[config.mk]
export PLATFORM = sky130hd
export DESIGN_NAME = arhost_ctrl
export DESIGN_NICKNAME = d
export VERILOG_FILES = /design/src/rtl/arhost_pkg.sv /design/src/rtl/arhost_desc_pack.sv /design/src/rtl/arhost_size_mem.sv /design/src/rtl/arhost_ctrl.sv
export SDC_FILE = /design/constraint.sdc
export NUM_CORES = 1
export LEC_CHECK = 0
export BUFFER_PORTS_ARGS = -buffer_cell sky130_fd_sc_hd__buf_2
export CAP_MARGIN = 10
export CORE_UTILIZATION = 33
export DETAILED_ROUTE_END_ITERATION = 7
export GPL_TIMING_DRIVEN = 0
export PLACE_DENSITY = 0.49
export SYNTH_ARGS = -nofsm -noshare
export SYNTH_HDL_FRONTEND = slang
export SYNTH_HIERARCHICAL = 1
export SYNTH_SLANG_ARGS = --single-unit
[constraint.sdc]
create_clock -name clk_sys_in -period 14.9 [get_ports clk_sys_in]
set_input_delay 2.235 -clock clk_sys_in [delete_from_list [all_inputs] [get_ports clk_sys_in]]
set_output_delay 2.235 -clock clk_sys_in [all_outputs]
set_load 0.1 [all_outputs]
[src/rtl/arhost_pkg.sv]
// Constants for the receive-context host controller
package arhost_pkg;
   // Own Wishbone register map
   localparam logic [7:0] REG_CTRL = 8'h00;
   localparam logic [7:0] REG_BUF_ADDR = 8'h04;
   localparam logic [7:0] REG_BUF_SIZE = 8'h08;
   localparam logic [7:0] REG_REQ_BASE = 8'h0C;
   localparam logic [7:0] REG_RSP_BASE = 8'h10;
   localparam logic [7:0] REG_CMD = 8'h14;
   localparam logic [7:0] REG_STATUS = 8'h18;
   localparam logic [7:0] REG_QUERY = 8'h1C;
   localparam logic [7:0] REG_FILLED = 8'h20;
   // Control register fields
   localparam int CTRL_IRQ_BIT = 0;
   // Command register fields
   localparam logic [3:0] CMD_APPEND = 4'h1;
   localparam logic [3:0] CMD_START = 4'h2;
   localparam logic [3:0] CMD_STOP = 4'h3;
   localparam logic [3:0] CMD_QUERY = 4'h4;
   localparam int CMD_CTX_BIT = 4;
   localparam int CMD_IDX_LSB = 8;
   // Status register fields
   localparam int STAT_ERR_BIT = 16;
   localparam int STAT_BUSY_BIT = 17;
   localparam int STAT_RUN0_BIT = 18;
   localparam int STAT_RUN1_BIT = 19;
   localparam int STAT_CNT1_LSB = 8;
   // Descriptor field values
   localparam logic [3:0] DESC_CMD_FILL = 4'h2;
   localparam logic DESC_STATUS_FLAG = 1'b1;
   localparam logic [2:0] DESC_KEY = 3'b0;
   localparam logic [1:0] DESC_IRQ_ON = 2'b11;
   localparam logic [1:0] DESC_IRQ_OFF = 2'b00;
   localparam logic [1:0] DESC_BRANCH = 2'b11;
   localparam logic [3:0] DESC_Z_MORE = 4'h1;
   localparam logic [3:0] DESC_Z_LAST = 4'h0;
   localparam logic [15:0] DESC_STATUS_INIT = 16'h0000;
   localparam logic [31:0] DESC_NEXT_OFS = 32'h0000_0008;
   localparam logic [31:0] DESC_RESID_OFS = 32'h0000_000C;
   // Device register map, per context
   localparam logic [11:0] DEV_REQ_BASE = 12'h000;
   localparam logic [11:0] DEV_RSP_BASE = 12'h020;
   localparam logic [11:0] DEV_SET_OFS = 12'h000;
   localparam logic [11:0] DEV_CLR_OFS = 12'h004;
   localparam logic [11:0] DEV_PTR_OFS = 12'h00C;
   localparam logic [31:0] DEV_RUN_MASK = 32'h0000_8000;
   localparam logic [31:0] DEV_WAKE_MASK = 32'h0000_1000;
endpackage : arhost_pkg

[src/rtl/arhost_desc_pack.sv]
// Builds one quadlet of a receive descriptor
`timescale 1ns/1ns
module arhost_desc_pack (
   input wire logic [31:0] buf_addr_in,
   input wire logic [15:0] buf_size_in,
   input wire logic irq_on_in,
   input wire logic [27:0] next_ptr_in,
   input wire logic [3:0] z_in,
   input wire logic [1:0] sel_in,
   output logic [31:0] quadlet_out
);
   logic [1:0] irq_code;

   assign irq_code = irq_on_in ? arhost_pkg::DESC_IRQ_ON : arhost_pkg::DESC_IRQ_OFF;

   always_comb begin
      case (sel_in)
         2'h0: quadlet_out = {arhost_pkg::DESC_CMD_FILL, arhost_pkg::DESC_STATUS_FLAG, arhost_pkg::DESC_KEY,
                     2'b00, irq_code, arhost_pkg::DESC_BRANCH, 2'b00, buf_size_in};
         2'h1: quadlet_out = buf_addr_in;
         2'h2: quadlet_out = {next_ptr_in, z_in};
         default: quadlet_out = {arhost_pkg::DESC_STATUS_INIT, buf_size_in};
      endcase
   end
endmodule : arhost_desc_pack

[src/rtl/arhost_size_mem.sv]
// Shadow table of buffer sizes, registered read
`timescale 1ns/1ns
module arhost_size_mem #(
   parameter int ADDR_W = 5,
   parameter int DATA_W = 16
) (
   input wire logic clk_sys_in,
   input wire logic we_in,
   input wire logic [ADDR_W-1:0] addr_in,
   input wire logic [DATA_W-1:0] wdata_in,
   output logic [DATA_W-1:0] rdata_out
);
   logic [DATA_W-1:0] store [2**ADDR_W];

   always_ff @(posedge clk_sys_in) begin
      if (we_in) begin
         store[addr_in] <= wdata_in;
      end
      rdata_out <= store[addr_in];
   end
endmodule : arhost_size_mem

[src/rtl/arhost_ctrl.sv]
// Host-side controller that builds receive programs and drives both contexts
`timescale 1ns/1ns
// Functional notes
// - Descriptors sixteen bytes, aligned
// - Command code buffer-fill
// - Status-write flag set
// - Key zero
// - Interrupt select eleven or zero
// - Branch select eleven
// - Buffer size quadlet multiple
// - Buffer address quadlet aligned
// - Next pointer aligned, valid when chained
// - Block count one chained, zero last
// - Append while running, then wake
// - Only last descriptor's link rewritten
// - Own start pointer per context
// - Start pointer low bit marks nonempty
// - Set and clear ports for control
// - Remaining count starts at size
module arhost_ctrl #(
   parameter int DESC_IDX_W = 4,
   parameter int DEV_ADDR_W = 12
) (
   input wire logic clk_sys_in,
   input wire logic rst_b_in,
   input wire logic wb_cyc_in,
   input wire logic wb_stb_in,
   input wire logic wb_we_in,
   input wire logic [7:0] wb_adr_in,
   input wire logic [31:0] wb_dat_in,
   input wire logic [3:0] wb_sel_in,
   output logic [31:0] wb_dat_out,
   output logic wb_ack_out,
   output logic mem_req_out,
   output logic mem_we_out,
   output logic [31:0] mem_addr_out,
   output logic [31:0] mem_wdata_out,
   input wire logic [31:0] mem_rdata_in,
   input wire logic mem_ack_in,
   output logic dev_req_out,
   output logic [DEV_ADDR_W-1:0] dev_addr_out,
   output logic [31:0] dev_wdata_out,
   input wire logic dev_ack_in
);
   typedef enum logic [3:0] {
      ST_IDLE, ST_DESC_WR, ST_LINK_WR, ST_PTR_WR, ST_SET_WR, ST_CLR_WR, ST_QUERY_RD, ST_QUERY_FIN, ST_FINISH
   } arhost_state_type;

   localparam logic [DESC_IDX_W:0] MAX_DESC = (DESC_IDX_W+1)'(2**DESC_IDX_W);

   logic [1:0] rst_sync;
   logic rst_b;
   arhost_state_type st;
   logic [31:0] buf_addr;
   logic [15:0] buf_size;
   logic irq_on;
   logic [31:0] ctx_base [2];
   logic [DESC_IDX_W:0] desc_count [2];
   logic started [2];
   logic [3:0] cmd_code;
   logic cmd_ctx;
   logic [DESC_IDX_W-1:0] cmd_idx;
   logic cmd_go;
   logic err;
   logic refuse;
   logic [3:0] op_code;
   logic op_ctx;
   logic [1:0] quad;
   logic [31:0] query_status;
   logic [15:0] query_filled;
   logic [15:0] size_q;
   logic wb_hit;
   logic wb_wr;
   logic [31:0] pack_q;
   logic [15:0] size_rd;
   logic size_we;
   logic [DESC_IDX_W:0] size_addr;
   logic append_bad;
   logic [DESC_IDX_W:0] op_idx;
   logic [DEV_ADDR_W-1:0] dev_base;
   logic [31:0] cur_desc;

   function automatic logic [31:0] desc_addr(input logic [31:0] base, input logic [DESC_IDX_W:0] idx);
      return base + {{(27-DESC_IDX_W){1'b0}}, idx, 4'h0};
   endfunction : desc_addr

   function automatic logic [31:0] merge_sel(input logic [31:0] old, input logic [31:0] wdat, input logic [3:0] sel);
      logic [31:0] res;
      res = old;
      for (int b = 0; b < 4; b++) begin
         if (sel[b]) begin
            res[8*b +: 8] = wdat[8*b +: 8];
         end
      end
      return res;
   endfunction : merge_sel

   // Reset release through two flops
   always_ff @(posedge clk_sys_in or negedge rst_b_in) begin
      if (!rst_b_in) begin
         rst_sync <= 2'b00;
      end else begin
         rst_sync <= {rst_sync[0], 1'b1};
      end
   end
   assign rst_b = rst_sync[1];

   assign wb_hit = wb_cyc_in && wb_stb_in && !wb_ack_out;
   assign wb_wr = wb_hit && wb_we_in;
   assign op_idx = desc_count[op_ctx];
   assign dev_base = op_ctx ? arhost_pkg::DEV_RSP_BASE : arhost_pkg::DEV_REQ_BASE;
   assign cur_desc = desc_addr(ctx_base[op_ctx], op_idx);
   assign append_bad = (buf_addr[1:0] != 2'b00) || (buf_size[1:0] != 2'b00)
                       || (ctx_base[cmd_ctx][3:0] != 4'h0) || (desc_count[cmd_ctx] == MAX_DESC);
   assign size_addr = {cmd_ctx, (cmd_code == arhost_pkg::CMD_APPEND) ? desc_count[cmd_ctx][DESC_IDX_W-1:0] : cmd_idx};
   assign size_we = cmd_go && (cmd_code == arhost_pkg::CMD_APPEND) && !append_bad;

   arhost_desc_pack u_pack (
      .buf_addr_in(buf_addr),
      .buf_size_in(buf_size),
      .irq_on_in(irq_on),
      .next_ptr_in(28'h0000000),
      .z_in(arhost_pkg::DESC_Z_LAST),
      .sel_in(quad),
      .quadlet_out(pack_q)
   );

   arhost_size_mem #(.ADDR_W(DESC_IDX_W+1), .DATA_W(16)) u_sizes (
      .clk_sys_in(clk_sys_in),
      .we_in(size_we),
      .addr_in(size_addr),
      .wdata_in(buf_size),
      .rdata_out(size_rd)
   );

   // Wishbone handshake and read data
   always_ff @(posedge clk_sys_in or negedge rst_b) begin
      if (!rst_b) begin
         wb_ack_out <= 1'b0;
         wb_dat_out <= '0;
      end else begin
         wb_ack_out <= wb_hit;
         wb_dat_out <= '0;
         if (wb_hit && !wb_we_in) begin
            case (wb_adr_in)
               arhost_pkg::REG_CTRL: wb_dat_out <= {31'h0, irq_on};
               arhost_pkg::REG_BUF_ADDR: wb_dat_out <= buf_addr;
               arhost_pkg::REG_BUF_SIZE: wb_dat_out <= {16'h0000, buf_size};
               arhost_pkg::REG_REQ_BASE: wb_dat_out <= ctx_base[0];
               arhost_pkg::REG_RSP_BASE: wb_dat_out <= ctx_base[1];
               arhost_pkg::REG_CMD: wb_dat_out <= {16'h0000, {(8-DESC_IDX_W){1'b0}}, cmd_idx, 3'b000, cmd_ctx, cmd_code};
               arhost_pkg::REG_STATUS: begin
                  wb_dat_out[DESC_IDX_W:0] <= desc_count[0];
                  wb_dat_out[arhost_pkg::STAT_CNT1_LSB +: DESC_IDX_W+1] <= desc_count[1];
                  wb_dat_out[arhost_pkg::STAT_ERR_BIT] <= err;
                  wb_dat_out[arhost_pkg::STAT_BUSY_BIT] <= (st != ST_IDLE);
                  wb_dat_out[arhost_pkg::STAT_RUN0_BIT] <= started[0];
                  wb_dat_out[arhost_pkg::STAT_RUN1_BIT] <= started[1];
               end
               arhost_pkg::REG_QUERY: wb_dat_out <= query_status;
               arhost_pkg::REG_FILLED: wb_dat_out <= {16'h0000, query_filled};
               default: ;
            endcase
         end
      end
   end

   // Software-written configuration
   always_ff @(posedge clk_sys_in or negedge rst_b) begin
      if (!rst_b) begin
         irq_on <= 1'b0;
         buf_addr <= '0;
         buf_size <= '0;
         ctx_base[0] <= '0;
         ctx_base[1] <= '0;
      end else if (wb_wr) begin
         case (wb_adr_in)
            arhost_pkg::REG_CTRL: if (wb_sel_in[0]) irq_on <= wb_dat_in[arhost_pkg::CTRL_IRQ_BIT];
            arhost_pkg::REG_BUF_ADDR: buf_addr <= merge_sel(buf_addr, wb_dat_in, wb_sel_in);
            arhost_pkg::REG_BUF_SIZE: buf_size <= 16'(merge_sel({16'h0000, buf_size}, wb_dat_in, wb_sel_in));
            arhost_pkg::REG_REQ_BASE: ctx_base[0] <= merge_sel(ctx_base[0], wb_dat_in, wb_sel_in);
            arhost_pkg::REG_RSP_BASE: ctx_base[1] <= merge_sel(ctx_base[1], wb_dat_in, wb_sel_in);
            default: ;
         endcase
      end
   end

   // Command capture, only while idle
   always_ff @(posedge clk_sys_in or negedge rst_b) begin
      if (!rst_b) begin
         cmd_code <= 4'h0;
         cmd_ctx <= 1'b0;
         cmd_idx <= '0;
         cmd_go <= 1'b0;
      end else begin
         cmd_go <= 1'b0;
         if (wb_wr && wb_adr_in == arhost_pkg::REG_CMD && wb_sel_in[1:0] == 2'b11 && st == ST_IDLE && !cmd_go) begin
            cmd_code <= wb_dat_in[3:0];
            cmd_ctx <= wb_dat_in[arhost_pkg::CMD_CTX_BIT];
            cmd_idx <= wb_dat_in[arhost_pkg::CMD_IDX_LSB +: DESC_IDX_W];
            cmd_go <= 1'b1;
         end
      end
   end

   // Sticky error, set wins
   always_ff @(posedge clk_sys_in or negedge rst_b) begin
      if (!rst_b) begin
         err <= 1'b0;
      end else begin
         if (wb_wr && wb_adr_in == arhost_pkg::REG_STATUS && wb_sel_in[2] && wb_dat_in[arhost_pkg::STAT_ERR_BIT]) begin
            err <= 1'b0;
         end
         if (refuse || (wb_wr && wb_adr_in == arhost_pkg::REG_CMD && (st != ST_IDLE || cmd_go))) begin
            err <= 1'b1;
         end
      end
   end

   // Memory and device sequencer
   always_ff @(posedge clk_sys_in or negedge rst_b) begin
      if (!rst_b) begin
         st <= ST_IDLE;
         op_code <= '0;
         op_ctx <= '0;
         quad <= '0;
         refuse <= '0;
         mem_req_out <= '0;
         mem_we_out <= '0;
         mem_addr_out <= '0;
         mem_wdata_out <= '0;
         dev_req_out <= '0;
         dev_addr_out <= '0;
         dev_wdata_out <= '0;
         query_status <= '0;
         query_filled <= '0;
         size_q <= '0;
      end else begin
         refuse <= 1'b0;
         case (st)
            ST_IDLE: begin
               if (cmd_go) begin
                  op_code <= cmd_code;
                  op_ctx <= cmd_ctx;
                  quad <= 2'h0;
                  case (cmd_code)
                     arhost_pkg::CMD_APPEND: if (append_bad) refuse <= 1'b1; else st <= ST_DESC_WR;
                     arhost_pkg::CMD_START: if (started[cmd_ctx]) refuse <= 1'b1; else st <= ST_PTR_WR;
                     arhost_pkg::CMD_STOP: if (!started[cmd_ctx]) refuse <= 1'b1; else st <= ST_CLR_WR;
                     arhost_pkg::CMD_QUERY: begin
                        if ({1'b0, cmd_idx} >= desc_count[cmd_ctx]) refuse <= 1'b1;
                        else st <= ST_QUERY_RD;
                     end
                     default: refuse <= 1'b1;
                  endcase
               end
            end
            ST_DESC_WR: begin
               if (!mem_req_out) begin
                  mem_req_out <= 1'b1;
                  mem_we_out <= 1'b1;
                  mem_addr_out <= cur_desc + {28'h0, quad, 2'b00};
                  mem_wdata_out <= pack_q;
               end else if (mem_ack_in) begin
                  mem_req_out <= 1'b0;
                  quad <= quad + 2'h1;
                  if (quad == 2'h3) begin
                     if (op_idx != '0) st <= ST_LINK_WR;
                     else if (started[op_ctx]) st <= ST_PTR_WR;
                     else st <= ST_FINISH;
                  end
               end
            end
            ST_LINK_WR: begin
               if (!mem_req_out) begin
                  mem_req_out <= 1'b1;
                  mem_we_out <= 1'b1;
                  mem_addr_out <= desc_addr(ctx_base[op_ctx], op_idx - 1'b1) + arhost_pkg::DESC_NEXT_OFS;
                  mem_wdata_out <= {cur_desc[31:4], arhost_pkg::DESC_Z_MORE};
               end else if (mem_ack_in) begin
                  mem_req_out <= 1'b0;
                  st <= started[op_ctx] ? ST_SET_WR : ST_FINISH;
               end
            end
            ST_PTR_WR: begin
               if (!dev_req_out) begin
                  dev_req_out <= 1'b1;
                  dev_addr_out <= dev_base + arhost_pkg::DEV_PTR_OFS;
                  dev_wdata_out <= {ctx_base[op_ctx][31:4], 3'b000,
                     (op_code == arhost_pkg::CMD_APPEND) || (op_idx != '0)};
               end else if (dev_ack_in) begin
                  dev_req_out <= 1'b0;
                  st <= ST_SET_WR;
               end
            end
            ST_SET_WR: begin
               if (!dev_req_out) begin
                  dev_req_out <= 1'b1;
                  dev_addr_out <= dev_base + arhost_pkg::DEV_SET_OFS;
                  dev_wdata_out <= (op_code == arhost_pkg::CMD_APPEND) ? arhost_pkg::DEV_WAKE_MASK
                     : arhost_pkg::DEV_RUN_MASK;
               end else if (dev_ack_in) begin
                  dev_req_out <= 1'b0;
                  st <= ST_FINISH;
               end
            end
            ST_CLR_WR: begin
               if (!dev_req_out) begin
                  dev_req_out <= 1'b1;
                  dev_addr_out <= dev_base + arhost_pkg::DEV_CLR_OFS;
                  dev_wdata_out <= arhost_pkg::DEV_RUN_MASK;
               end else if (dev_ack_in) begin
                  dev_req_out <= 1'b0;
                  st <= ST_FINISH;
               end
            end
            ST_QUERY_RD: begin
               if (!mem_req_out) begin
                  size_q <= size_rd;
                  mem_req_out <= 1'b1;
                  mem_we_out <= 1'b0;
                  mem_addr_out <= desc_addr(ctx_base[op_ctx], {1'b0, cmd_idx}) + arhost_pkg::DESC_RESID_OFS;
               end else if (mem_ack_in) begin
                  mem_req_out <= 1'b0;
                  query_status <= mem_rdata_in;
                  st <= ST_QUERY_FIN;
               end
            end
            ST_QUERY_FIN: begin
               query_filled <= size_q - query_status[15:0];
               st <= ST_IDLE;
            end
            ST_FINISH: st <= ST_IDLE;
            default: st <= ST_IDLE;
         endcase
      end
   end

   // Per-context bookkeeping
   always_ff @(posedge clk_sys_in or negedge rst_b) begin
      if (!rst_b) begin
         desc_count[0] <= '0;
         desc_count[1] <= '0;
         started[0] <= 1'b0;
         started[1] <= 1'b0;
      end else if (st == ST_FINISH) begin
         case (op_code)
            arhost_pkg::CMD_APPEND: desc_count[op_ctx] <= op_idx + 1'b1;
            arhost_pkg::CMD_START: started[op_ctx] <= 1'b1;
            arhost_pkg::CMD_STOP: begin
               started[op_ctx] <= 1'b0;
               desc_count[op_ctx] <= '0;
            end
            default: ;
         endcase
      end
   end
endmodule : arhost_ctrl

# Word-level counts from Yosys, hierarchy flattened
# Memory sizes are Yosys's and may differ from the RTL's. A register that Yosys moved wholly into a read port is not among the register bits.
# Index checks and enable logic that the tools add are counted.
# W data, S select, Z words.
# word_totals
in_bits	83
mem_count	1
register_bits	358
word_cells	286
mem_bits_rw	512
# memory_table
memory	words	width	rd	rd_clocked_by_memory_dff	wr	line	source
u_sizes.store	32	16	1	1	1	arhost_size_mem.sv:13	logic [DATA_W-1:0] store [2**ADDR_W];
# op_classes
magnitude_cmp	4
n_addsub	12
muxes	96
eq_ne	52
reduce_logical	71
bitwise_logic	8
# op_table
cell	n
$mux W32	12
$pmux W32 S3	3
$mux W4	23
$add A32 B4 Y32 const B	2
$add A32 B9 Y32	2
$pmux W32 S2	1
$reduce_and A3 Y1	18
$pmux W12 S4	1
$pmux W5 S9	1
$pmux W5 S8	1
$mux W12	3
$pmux W12 S3	1
$pmux W3 S6	2
$mux W5	7
$ne A2 B2 Y1 const B	17
$add A32 B4 Y32	1
$add A32 B8 Y32	1
$eq A8 B5 Y1 const B	4
$eq A4 B2 Y1 const B	6
$mux W1	24
$pmux W4 S6	1
$eq A4 B3 Y1 const B	5
$pmux W10 S2	1
$pmux W4 S5	1
other kinds (52)	105

# Depth between registers and ports, before layout
# Gate-level depths: netlist of run 1.
# depth
depth_word	11
mapped_depth	20

# By module
# Netlist of run 1, hierarchy kept.
# by_module_without_submodules
mod	cells_per_inst	area_each_um2	instances
arhost_size_mem	1086	20036.7	1
arhost_ctrl	1880	18906.9	1
arhost_desc_pack	86	802.0	1

# Worst setup path before layout of run 1
# OpenSTA, ideal clock, no wires.
# synth_timing
path_kind	register to register
startpoint	reg op_ctx
endpoint	reg mem_addr_out[19]
path_slack_ps	9673
stages_incl_launch_ff	21
n_path_buf	7
required_time_ps	14765
arrival_ps	5092
setup_time_ps	135
path_cell_list	dfrtp_1 buf_6 buf_8 buf_12 clkbuf_1 buf_2 buf_1 clkbuf_1 mux2i_1 inv_1 ha_1 fa_1 a211oi_1 o21bai_1 nand2_1 xnor2_1 nor4_1 nand3_1 xor2_1 a221oi_1 o21ai_0
# synth_between
elab_chain_cells	9
word_cells_on_any_way	18
cone_classes	add/sub: 7; mux: 10; bitwise: 1
# synth_lines
item	line	source
start, declared	arhost_ctrl.sv:67	logic op_ctx;
start signal, assigned	arhost_ctrl.sv:244	op_ctx <= cmd_ctx;
$not A1 Y2 (not written as such) (*)	--	
$mux W5 (not written as such) (3 in series)	arhost_ctrl.sv:110	assign op_idx = desc_count[op_ctx];
$sub A5 B1 Y5	arhost_ctrl.sv:278	mem_addr_out <= desc_addr(ctx_base[op_ctx], op_idx - 1'b1) + arhost_pkg::DESC_NEXT_OFS;
$add A32 B9 Y32	arhost_ctrl.sv:84	return base + {{(27-DESC_IDX_W){1'b0}}, idx, 4'h0};
$add A32 B4 Y32	arhost_ctrl.sv:278	
$mux W32	arhost_ctrl.sv:275	if (!mem_req_out) begin
$pmux W32 S3 (*)	arhost_ctrl.sv:240	case (st)
end signal, assigned	arhost_ctrl.sv:262	mem_addr_out <= cur_desc + {28'h0, quad, 2'b00};
end signal, assigned	arhost_ctrl.sv:278	
end signal, assigned	arhost_ctrl.sv:322	mem_addr_out <= desc_addr(ctx_base[op_ctx], {1'b0, cmd_idx}) + arhost_pkg::DESC_RESID_OFS;
end, declared	arhost_ctrl.sv:36	output logic [31:0] mem_addr_out,
# Mark *: on every way between the ends. The rest lies on a longest branch, timed or not. The select of a mux whose other input is x is not followed.
# A chain may end at the register's enable or synchronous reset.

# Final worst setup path of run 1
# layout_timing
startpoint	reg op_ctx
endpoint	reg mem_addr_out[27]
# Same word-level chain as after synthesis.

==> impl_metrics.py, run 1 <==
metrics = {
    "run_status": {
        "status": "completed",
    },
    "critical_path": {
        "endpoint": "mem_addr_out[27]",
        "crit_chain": "buf_6 > buf_8 > buf_12 > clkbuf_1 > buf_2 > buf_1 > clkbuf_1 > mux2i_1 > inv_1 > ha_1 > fa_1 > a211oi_1 > o21bai_1 > and3_1 > nand4_1 > xor2_1 > nand4_1 > nor2_1 > a311oi_1 > o32a_1",
        "worst-path-buf-inv": 8,
        "cp-startpoint": "op_ctx",
        "required_ps": 15470,
        "critPathSlowestCell": "mux2i_1",
        "crit_cells": 20,
        "cpPeakStageDelay_ps": 710,
        "crit_type": "flop to flop",
        "r2r_start": "op_ctx",
        "reg2reg_to": "mem_addr_out[27]",
        "critPathTopFamily": "buffers and inverters",
        "crit_path_start_kind": "flop",
        "cp.arrival_ps": 8370,
        "r2r_slack_ps": 7100,
        "reg2reg_depth": 20,
        "end_kind": "flop",
        "crit_fanout": 10,
    },
    "logic_synthesis": {
        "syn_area_per_cell_um2": 13.0,
        "synthDistinctLibCells": 84,
        "synthFlopType": "edfxtp_1",
        "synthCells": 3052,
        "syn_area_um2": 39700,
        "async_flop_share_pct": 39.6,
        "synth.yosys.seq_area_share_pct": 61.3,
        "synth_edf_count": 512,
        "synth_seq_cells": 874,
        "yosys_warnings": 6,
    },
    "drt": {
        "viasPerCell": 5.33,
        "detail_route.first_pass.iterations": 6,
        "detail_route.iter0.violations": 2530,
        "drt-total-wl_um": 137000,
        "ant_nets": 0,
        "vias": 27500,
        "wl_per_cell_um": 26.5,
        "drc": 0,
    },
    "cts": {
        "clock-sinks": 874,
        "cts_tree": "yes",
        "cts.repair.resized": 0,
        "htree_levels": 3,
        "clk_latency_ps": 720,
        "cts_setup_buffers": 0,
        "hold_buffers": 0,
        "clock_path_buffers": 3,
        "clk_pin_slew_ps": 60,
        "cts_buffers": 97,
        "clockRootBuffer": "clkbuf_16",
    },
    "die": {
        "core_area_um2": 119000,
        "die_h_um": 349,
        "initial_core_util_pct": 33.5,
        "die_area_um2": 122000,
        "rows": 126,
        "io_pins": 227,
        "die_w_um": 349,
    },
    "sta": {
        "max_freq_mhz": 128,
        "slew_violations": 0,
        "hold_viol": 0,
        "post-route-period-util_pct": 52.4,
        "fin_ws_ps": 7100,
        "period_needed_ps": 7800,
        "rsz0062_at_grt": "no",
        "skew_ps": 79.2,
        "tightestPinTransition_ps": 1400,
        "final-setup-viol-count": 0,
        "slew_headroom_pct": 6.44,
    },
    "grt": {
        "grt_pass1_vias": 27100,
        "grt_max_degree": 65,
        "grt_pass1_wl_um": 196000,
        "grt_use_total_pct": 22.3,
        "gr-total-overflow": 0,
        "antenna_found_initial": 37,
    },
    "power": {
        "p_seq_share_pct": 43.9,
        "clkPwrFrac_pct": 39.2,
        "p_switching_mw": 1.92,
        "p_leak_nw": 17.1,
        "vdd_drop_max_mv": 0.144,
        "pwr_density_cell_nw_per_um2": 129,
        "intPower_mw": 4.18,
        "swShare_pct": 31.5,
        "p_comb_share_pct": 16.9,
    },
    "cells_and_area": {
        "final_layout_size_suffix_gt1_share_pct": 21.6,
        "fillers": 11400,
        "final_cell_mix": "512 x edfxtp_1, 352 x mux2i_1, 335 x dfrtp_1",
        "fin_util_pct": 39.8,
        "syn2layout_area_growth_pct": 18.9,
        "final_common_cell": "edfxtp_1",
        "multi_input_area_um2": 14500,
        "layout.area.seq_um2": 24400,
        "layout.nets": 3590,
    },
    "hold_path": {
        "worst_hold_path_type": "flop to flop",
    },
    "place": {
        "dp_hpwl_um": 102000,
        "port_buffers": 214,
        "post-place-ws_ps": 7340,
        "routabilityCongestion": 0.906,
    },
    "flow_run": {
        "max_cap_viol_count": 0,
    },
}
## stage by stage
step | cells | power (mW) | area [um^2] | hold WS (ps) | TNS, ps
after floorplan | 3095 | 3.50 | 39900 | 331 | 0
final | 5155 | 6.10 | 47300 | 363 | 0
after CTS | 5144 | 6.16 | 47200 | 364 | 0
after global placement | 4909 | 3.76 | 43000 | 336 | -118680
after detailed placement | 4960 | 3.76 | 44000 | 340 | 0
after global routing | 5152 | 6.31 | 47300 | 383 | 0
## per-layer routing
metal | share of wire, % | global-route usage [%] | wire length (um)
met1 | 45 | 31.2 | 61700
met2 | 46 | 35.0 | 62700
met3 | 7.0 | 5.09 | 9530
met4 | 2.0 | 5.34 | 2670
met5 | 0.16 | 0 | 218
## layout make-up
type                       instances  area share (%)
sequential                       874            51.6
multi-input combinational       1994            30.8
antenna                            7          0.0371
inverter                          46           0.365
timing repair buffer             269            4.29
clock inverter                    54            1.16
clock buffer                     130            5.61
tap                             1600            4.23
buffer                           181            1.98
## cells in the mapped netlist, types with 31 or more instances
master    count  share of area, %
o21ai_0     147               1.9
a21oi_1      97               1.2
clkbuf_1     91              0.86
mux2i_1     352               8.9
edfxtp_1    512                39
buf_2        48              0.60
xnor2_1      63               1.4
dfrtp_1     346                22
mux2_2      198               5.6
ha_1         40               1.3
nor4_1       41              0.65
a31oi_1      31              0.49
nand3_1      53              0.67
o22ai_1     136               2.1
nand2_1     225               2.1
inv_1        46              0.43
nor2_1      166               1.6
## worst register-to-register path, stage by stage, from the launching register on
cell	delay, ps
dfrtp_1	340
buf_6	150
buf_8	160
buf_12	150
clkbuf_1	470
buf_2	510
buf_1	560
clkbuf_1	650
mux2i_1	710
inv_1	190
ha_1	270
fa_1	450
a211oi_1	360
o21bai_1	380
and3_1	320
nand4_1	180
xor2_1	690
nand4_1	440
nor2_1	240
a311oi_1	110
o32a_1	360
## worst min-delay path by stage
stage,depth (start not counted),end,slack (ps),start
floorplan,0,rst_sync[1],330,rst_sync[0]
global placement,0,rst_sync[1],340,rst_sync[0]
detailed placement,0,rst_sync[1],340,rst_sync[0]
CTS,0,rst_sync[1],360,rst_sync[0]
global route,0,rst_sync[1],380,rst_sync[0]
finish,0,rst_sync[1],360,rst_sync[0]
## logic make-up after synthesis
| kind of cell | Yosys count | synth area share, % |
|---|---|---|
| buffers and inverters | 227 | 2.79 |
| other | 2 | 0.0189 |
| DFF | 874 | 61.3 |
| muxes | 551 | 14.5 |
| adders and majority gates | 44 | 1.46 |
| AOI/OAI and AO/OA | 584 | 9.41 |
| and+or+nand+nor | 679 | 8.53 |
| xor gates and xnor gates | 91 | 2.01 |
## registers in the layout (all words and copies together) (netlist names), 3 cells and up, named ones only
name / cells
cmd_idx: 4
op_code: 4
u_sizes/store: 512
dev_wdata_out: 29
mem_wdata_out: 32
query_status: 32
buf_size: 16
st: 4
mem_addr_out: 32
query_filled: 16
buf_addr: 32
u_sizes/rdata_out: 16
cmd_code: 4
wb_dat_out: 32
size_q: 16
dev_addr_out: 3
desc_count: 10
ctx_base: 64
## power by group through the flow
stage	Clock, mW	Combinational, mW	Sequential (mW)
global placement	0	1.01	2.75
detailed placement	0	1.03	2.73
floorplan	0	0.309	3.19
CTS	2.44	1.03	2.68
global route	2.54	1.08	2.69
finish	2.39	1.03	2.68
(Power assumes the default switching activity.)
==> run 2, diff against run 1 <==
--- a/config.mk
+++ b/config.mk
@@ -5,12 +5,13 @@
 export SDC_FILE = /design/constraint.sdc
 export NUM_CORES = 1
 export LEC_CHECK = 0
+export ABC_AREA = 1
 export BUFFER_PORTS_ARGS = -buffer_cell sky130_fd_sc_hd__buf_2
 export CAP_MARGIN = 10
 export CORE_UTILIZATION = 33
 export DETAILED_ROUTE_END_ITERATION = 7
 export GPL_TIMING_DRIVEN = 0
-export PLACE_DENSITY = 0.49
+export PLACE_DENSITY = 0.51
 export SYNTH_ARGS = -nofsm -noshare
 export SYNTH_HDL_FRONTEND = slang
 export SYNTH_HIERARCHICAL = 1
==> constraint.sdc (replaced) <==
create_clock -name clk_sys_in -period 6.85 [get_ports clk_sys_in]
set_input_delay 1.0275 -clock clk_sys_in [delete_from_list [all_inputs] [get_ports clk_sys_in]]
set_output_delay 1.0275 -clock clk_sys_in [all_outputs]
set_load 0.1 [all_outputs]
==> run 2 against run 1 <==
First-iteration DRC count rose by 38%; critical path type unchanged; wire length up 14%; critical path depth grew 5; power grew 83%; largest power group unchanged; via count grew 27%; non-clock buffer count up 5; sequential share of layout area is 2.5 points lower; count of clock-buffer cells in the layout rose by 10.
==> impl_metrics.py, run 2 <==
metrics = {
    "hold_path": {
        "worst_hold_path_type": "primary input to async pin",
    },
    "logic_synthesis": {
        "synthFlopType": "edfxtp_1",
        "synth_seq_cells": 874,
        "async_flop_share_pct": 39.6,
        "synth.area.top_cells": "edfxtp_1 36%, dfrtp_1 20%, nand2_1 19%, o21ai_0 3.6%, inv_1 2.5%",
        "syn_area_um2": 42400,
        "yosys_warnings": 6,
        "synthTopCellsByCount": "2129 x nand2_1, 512 x edfxtp_1, 346 x dfrtp_1",
        "synth_largest_area_cell": "edfxtp_1",
        "yosysMostFrequentCell": "nand2_1",
        "synthCells": 4819,
        "syn_area_per_cell_um2": 8.79,
        "synth.yosys.seq_area_share_pct": 57.5,
        "synthDistinctLibCells": 66,
        "synth_top_area_share_pct": 36.3,
        "synth_edf_count": 512,
    },
    "power": {
        "pwr_density_cell_nw_per_um2": 224,
        "p_switching_mw": 2.44,
        "p_comb_share_pct": 2.4,
        "clkPwrFrac_pct": 47.7,
        "vdd_drop_max_mv": 0.210,
        "p_seq_share_pct": 49.9,
        "p_leak_nw": 21.2,
        "swShare_pct": 21.9,
        "totalPowerFinal_mw": 11.1,
        "intPower_mw": 8.70,
    },
    "drt": {
        "drt-total-wl_um": 156000,
        "vias": 35000,
        "ant_nets": 0,
        "viasPerCell": 5.03,
        "drc": 0,
        "detail_route.first_pass.iterations": 6,
        "detail_route.iter0.violations": 3487,
        "wl_per_cell_um": 22.4,
    },
    "cts": {
        "htree_levels": 3,
        "cts.repair.resized": 0,
        "clockRootBuffer": "clkbuf_16",
        "cts_setup_buffers": 0,
        "cts_tree": "yes",
        "hold_buffers": 0,
        "clock_path_buffers": 3,
        "clk_pin_slew_ps": 60,
        "clock-sinks": 874,
        "clk_latency_ps": 740,
        "cts_buffers": 98,
    },
    "grt": {
        "grt_pass1_wl_um": 225000,
        "grt_use_total_pct": 23.6,
        "antenna_found_initial": 5,
        "grt_max_degree": 63,
        "gr-total-overflow": 0,
        "grt_pass1_vias": 32600,
    },
    "cells_and_area": {
        "final_common_cell": "nand2_1",
        "fin_cells": 6956,
        "final_area_um2": 49700,
        "final_layout_size_suffix_gt1_share_pct": 14.0,
        "largest_register_ffs": 512,
        "final_cell_mix": "2129 x nand2_1, 512 x edfxtp_1, 329 x dfrtp_1",
        "fillers": 12900,
        "syn2layout_area_growth_pct": 17.2,
        "reg.largest.list": "u_sizes/store x512, ctx_base x64",
        "regMostFlops": "u_sizes/store",
        "layout.nets": 5341,
    },
    "sta": {
        "skew_ps": 59.3,
        "max_freq_mhz": 179,
        "tightestPinTransition_ps": 1240,
        "fin_ws_ps": 1260,
        "hold_viol": 0,
        "post-route-period-util_pct": 81.6,
        "slew_headroom_pct": 17.1,
        "final.setup.tns_ps": 0,
        "slew_violations": 0,
        "period_needed_ps": 5590,
        "final-setup-viol-count": 0,
        "rsz0062_at_grt": "no",
    },
    "critical_path": {
        "cp.arrival_ps": 6230,
        "reg2reg_depth": 25,
        "cpMostUsedCell": "nand2_1",
        "crit_fanout": 10,
        "critPathSlowestCell": "o21ai_0",
        "required_ps": 7490,
        "crit_path_start_kind": "flop",
        "crit_type": "flop to flop",
        "cpPeakStageDelay_ps": 840,
        "end_kind": "flop",
    },
    "die": {
        "io_pins": 227,
        "rows": 131,
        "core_area_um2": 128000,
        "die_area_um2": 130000,
        "initial_core_util_pct": 33.2,
        "die_w_um": 360,
        "die_h_um": 360,
    },
    "place": {
        "dpl.cell_count": 6775,
        "port_buffers": 214,
        "dp_hpwl_um": 116000,
        "post-place-ws_ps": 1340,
        "routabilityCongestion": 0.974,
        "placed_area_um2": 46400,
    },
    "run_status": {
        "status": "completed",
    },
    "flow_run": {
        "max_cap_viol_count": 0,
    },
}
-- run 2: cell types whose count changed after synthesis, moves of 121 or more --
cell / previous run / this run
inv_1: 46 / 283
o21ai_0: 147 / 307
nand2_1: 225 / 2129
mux2_2: 198 / 32
mux2i_1: 352 / 0
nand3_1: 53 / 174
-- run 2: critical path, delay by kind of cell, from the launching register on --
| kind | cells | cell delay (ps) |
|---|---|---|
| fa+ha+maj | 2 | 910 |
| flops | 1 | 460 |
| simple gates | 14 | 1700 |
| buf+inv | 7 | 1430 |
| compound gates | 2 | 970 |
-- run 2: logic make-up (layout without fill, tap and decap cells) --
kind of cell / count (synthesis) / count (layout) / synth area share, %
mux: 32 / 32 / 0.850
xor+xnor: 20 / 20 / 0.413
flops: 874 / 874 / 57.5
other cells: 2 / 47 / 0.0177
simple gates: 2758 / 2758 / 26.6
compound gates: 580 / 580 / 7.65
buf+inv: 509 / 939 / 5.62
fa+ha+maj: 44 / 44 / 1.37
-- run 2: path summary, 6_finish.rpt --
| path | from | end | slack, ps |
|---|---|---|---|
| worst min-delay path | rst_b_in | rst_sync[1] | 60 |
| max in group asynchronous | rst_sync[1] | st[3] | 5170 |
| min in group clk_sys_in | rst_sync[0] | rst_sync[1] | 350 |
| worst max register to register | op_ctx | mem_addr_out[31] | 1260 |
| worst min register to register | rst_sync[1] | query_status[26] | 300 |
| worst max-delay path | op_ctx | mem_addr_out[31] | 1260 |
-- run 2: per-layer routing --
metal | track usage, % | routed length, um | vias to the layer above
li1 | - | - | 16500
met1 | 32.1 | 68000 | 16900
met5 | 0 | 0 | -
met2 | 38.3 | 72600 | 1270
met4 | 8.82 | 6010 | 0
met3 | 3.32 | 9540 | 274
-- run 2: power groups by stage --
stage	clock network (mW)	registers, mW	logic [mW]
2_1_floorplan	0	5.69	0.118
3_3_place_gp	0	5.71	0.210
3_5_place_dp	0	5.67	0.269
4_1_cts	5.40	5.56	0.270
5_1_grt	5.59	5.56	0.293
6_report	5.31	5.56	0.270
-- run 2: final cells by class --
cell class | count | area (um^2) | share of cell area, %
sequential | 874 | 24400 | 49.1
inverter | 306 | 1170 | 2.35
timing repair buffer | 252 | 1730 | 3.48
tap | 1662 | 2080 | 4.19
clock buffer | 140 | 2740 | 5.52
antenna | 2 | 5.00 | 0.0101
multi-input combinational | 3479 | 15900 | 32.0
buffer | 203 | 1210 | 2.45
clock inverter | 38 | 463 | 0.932
-- run 2: per-stage QoR --
stage | hold slack [ps] | util (%)
2_1_floorplan | 331 | -
3_3_place_gp | 337 | 35.8
3_5_place_dp | 318 | 36.4
4_1_cts | 11.8 | 38.9
5_1_grt | 37.2 | 38.9
6_report | 64.2 | 38.9
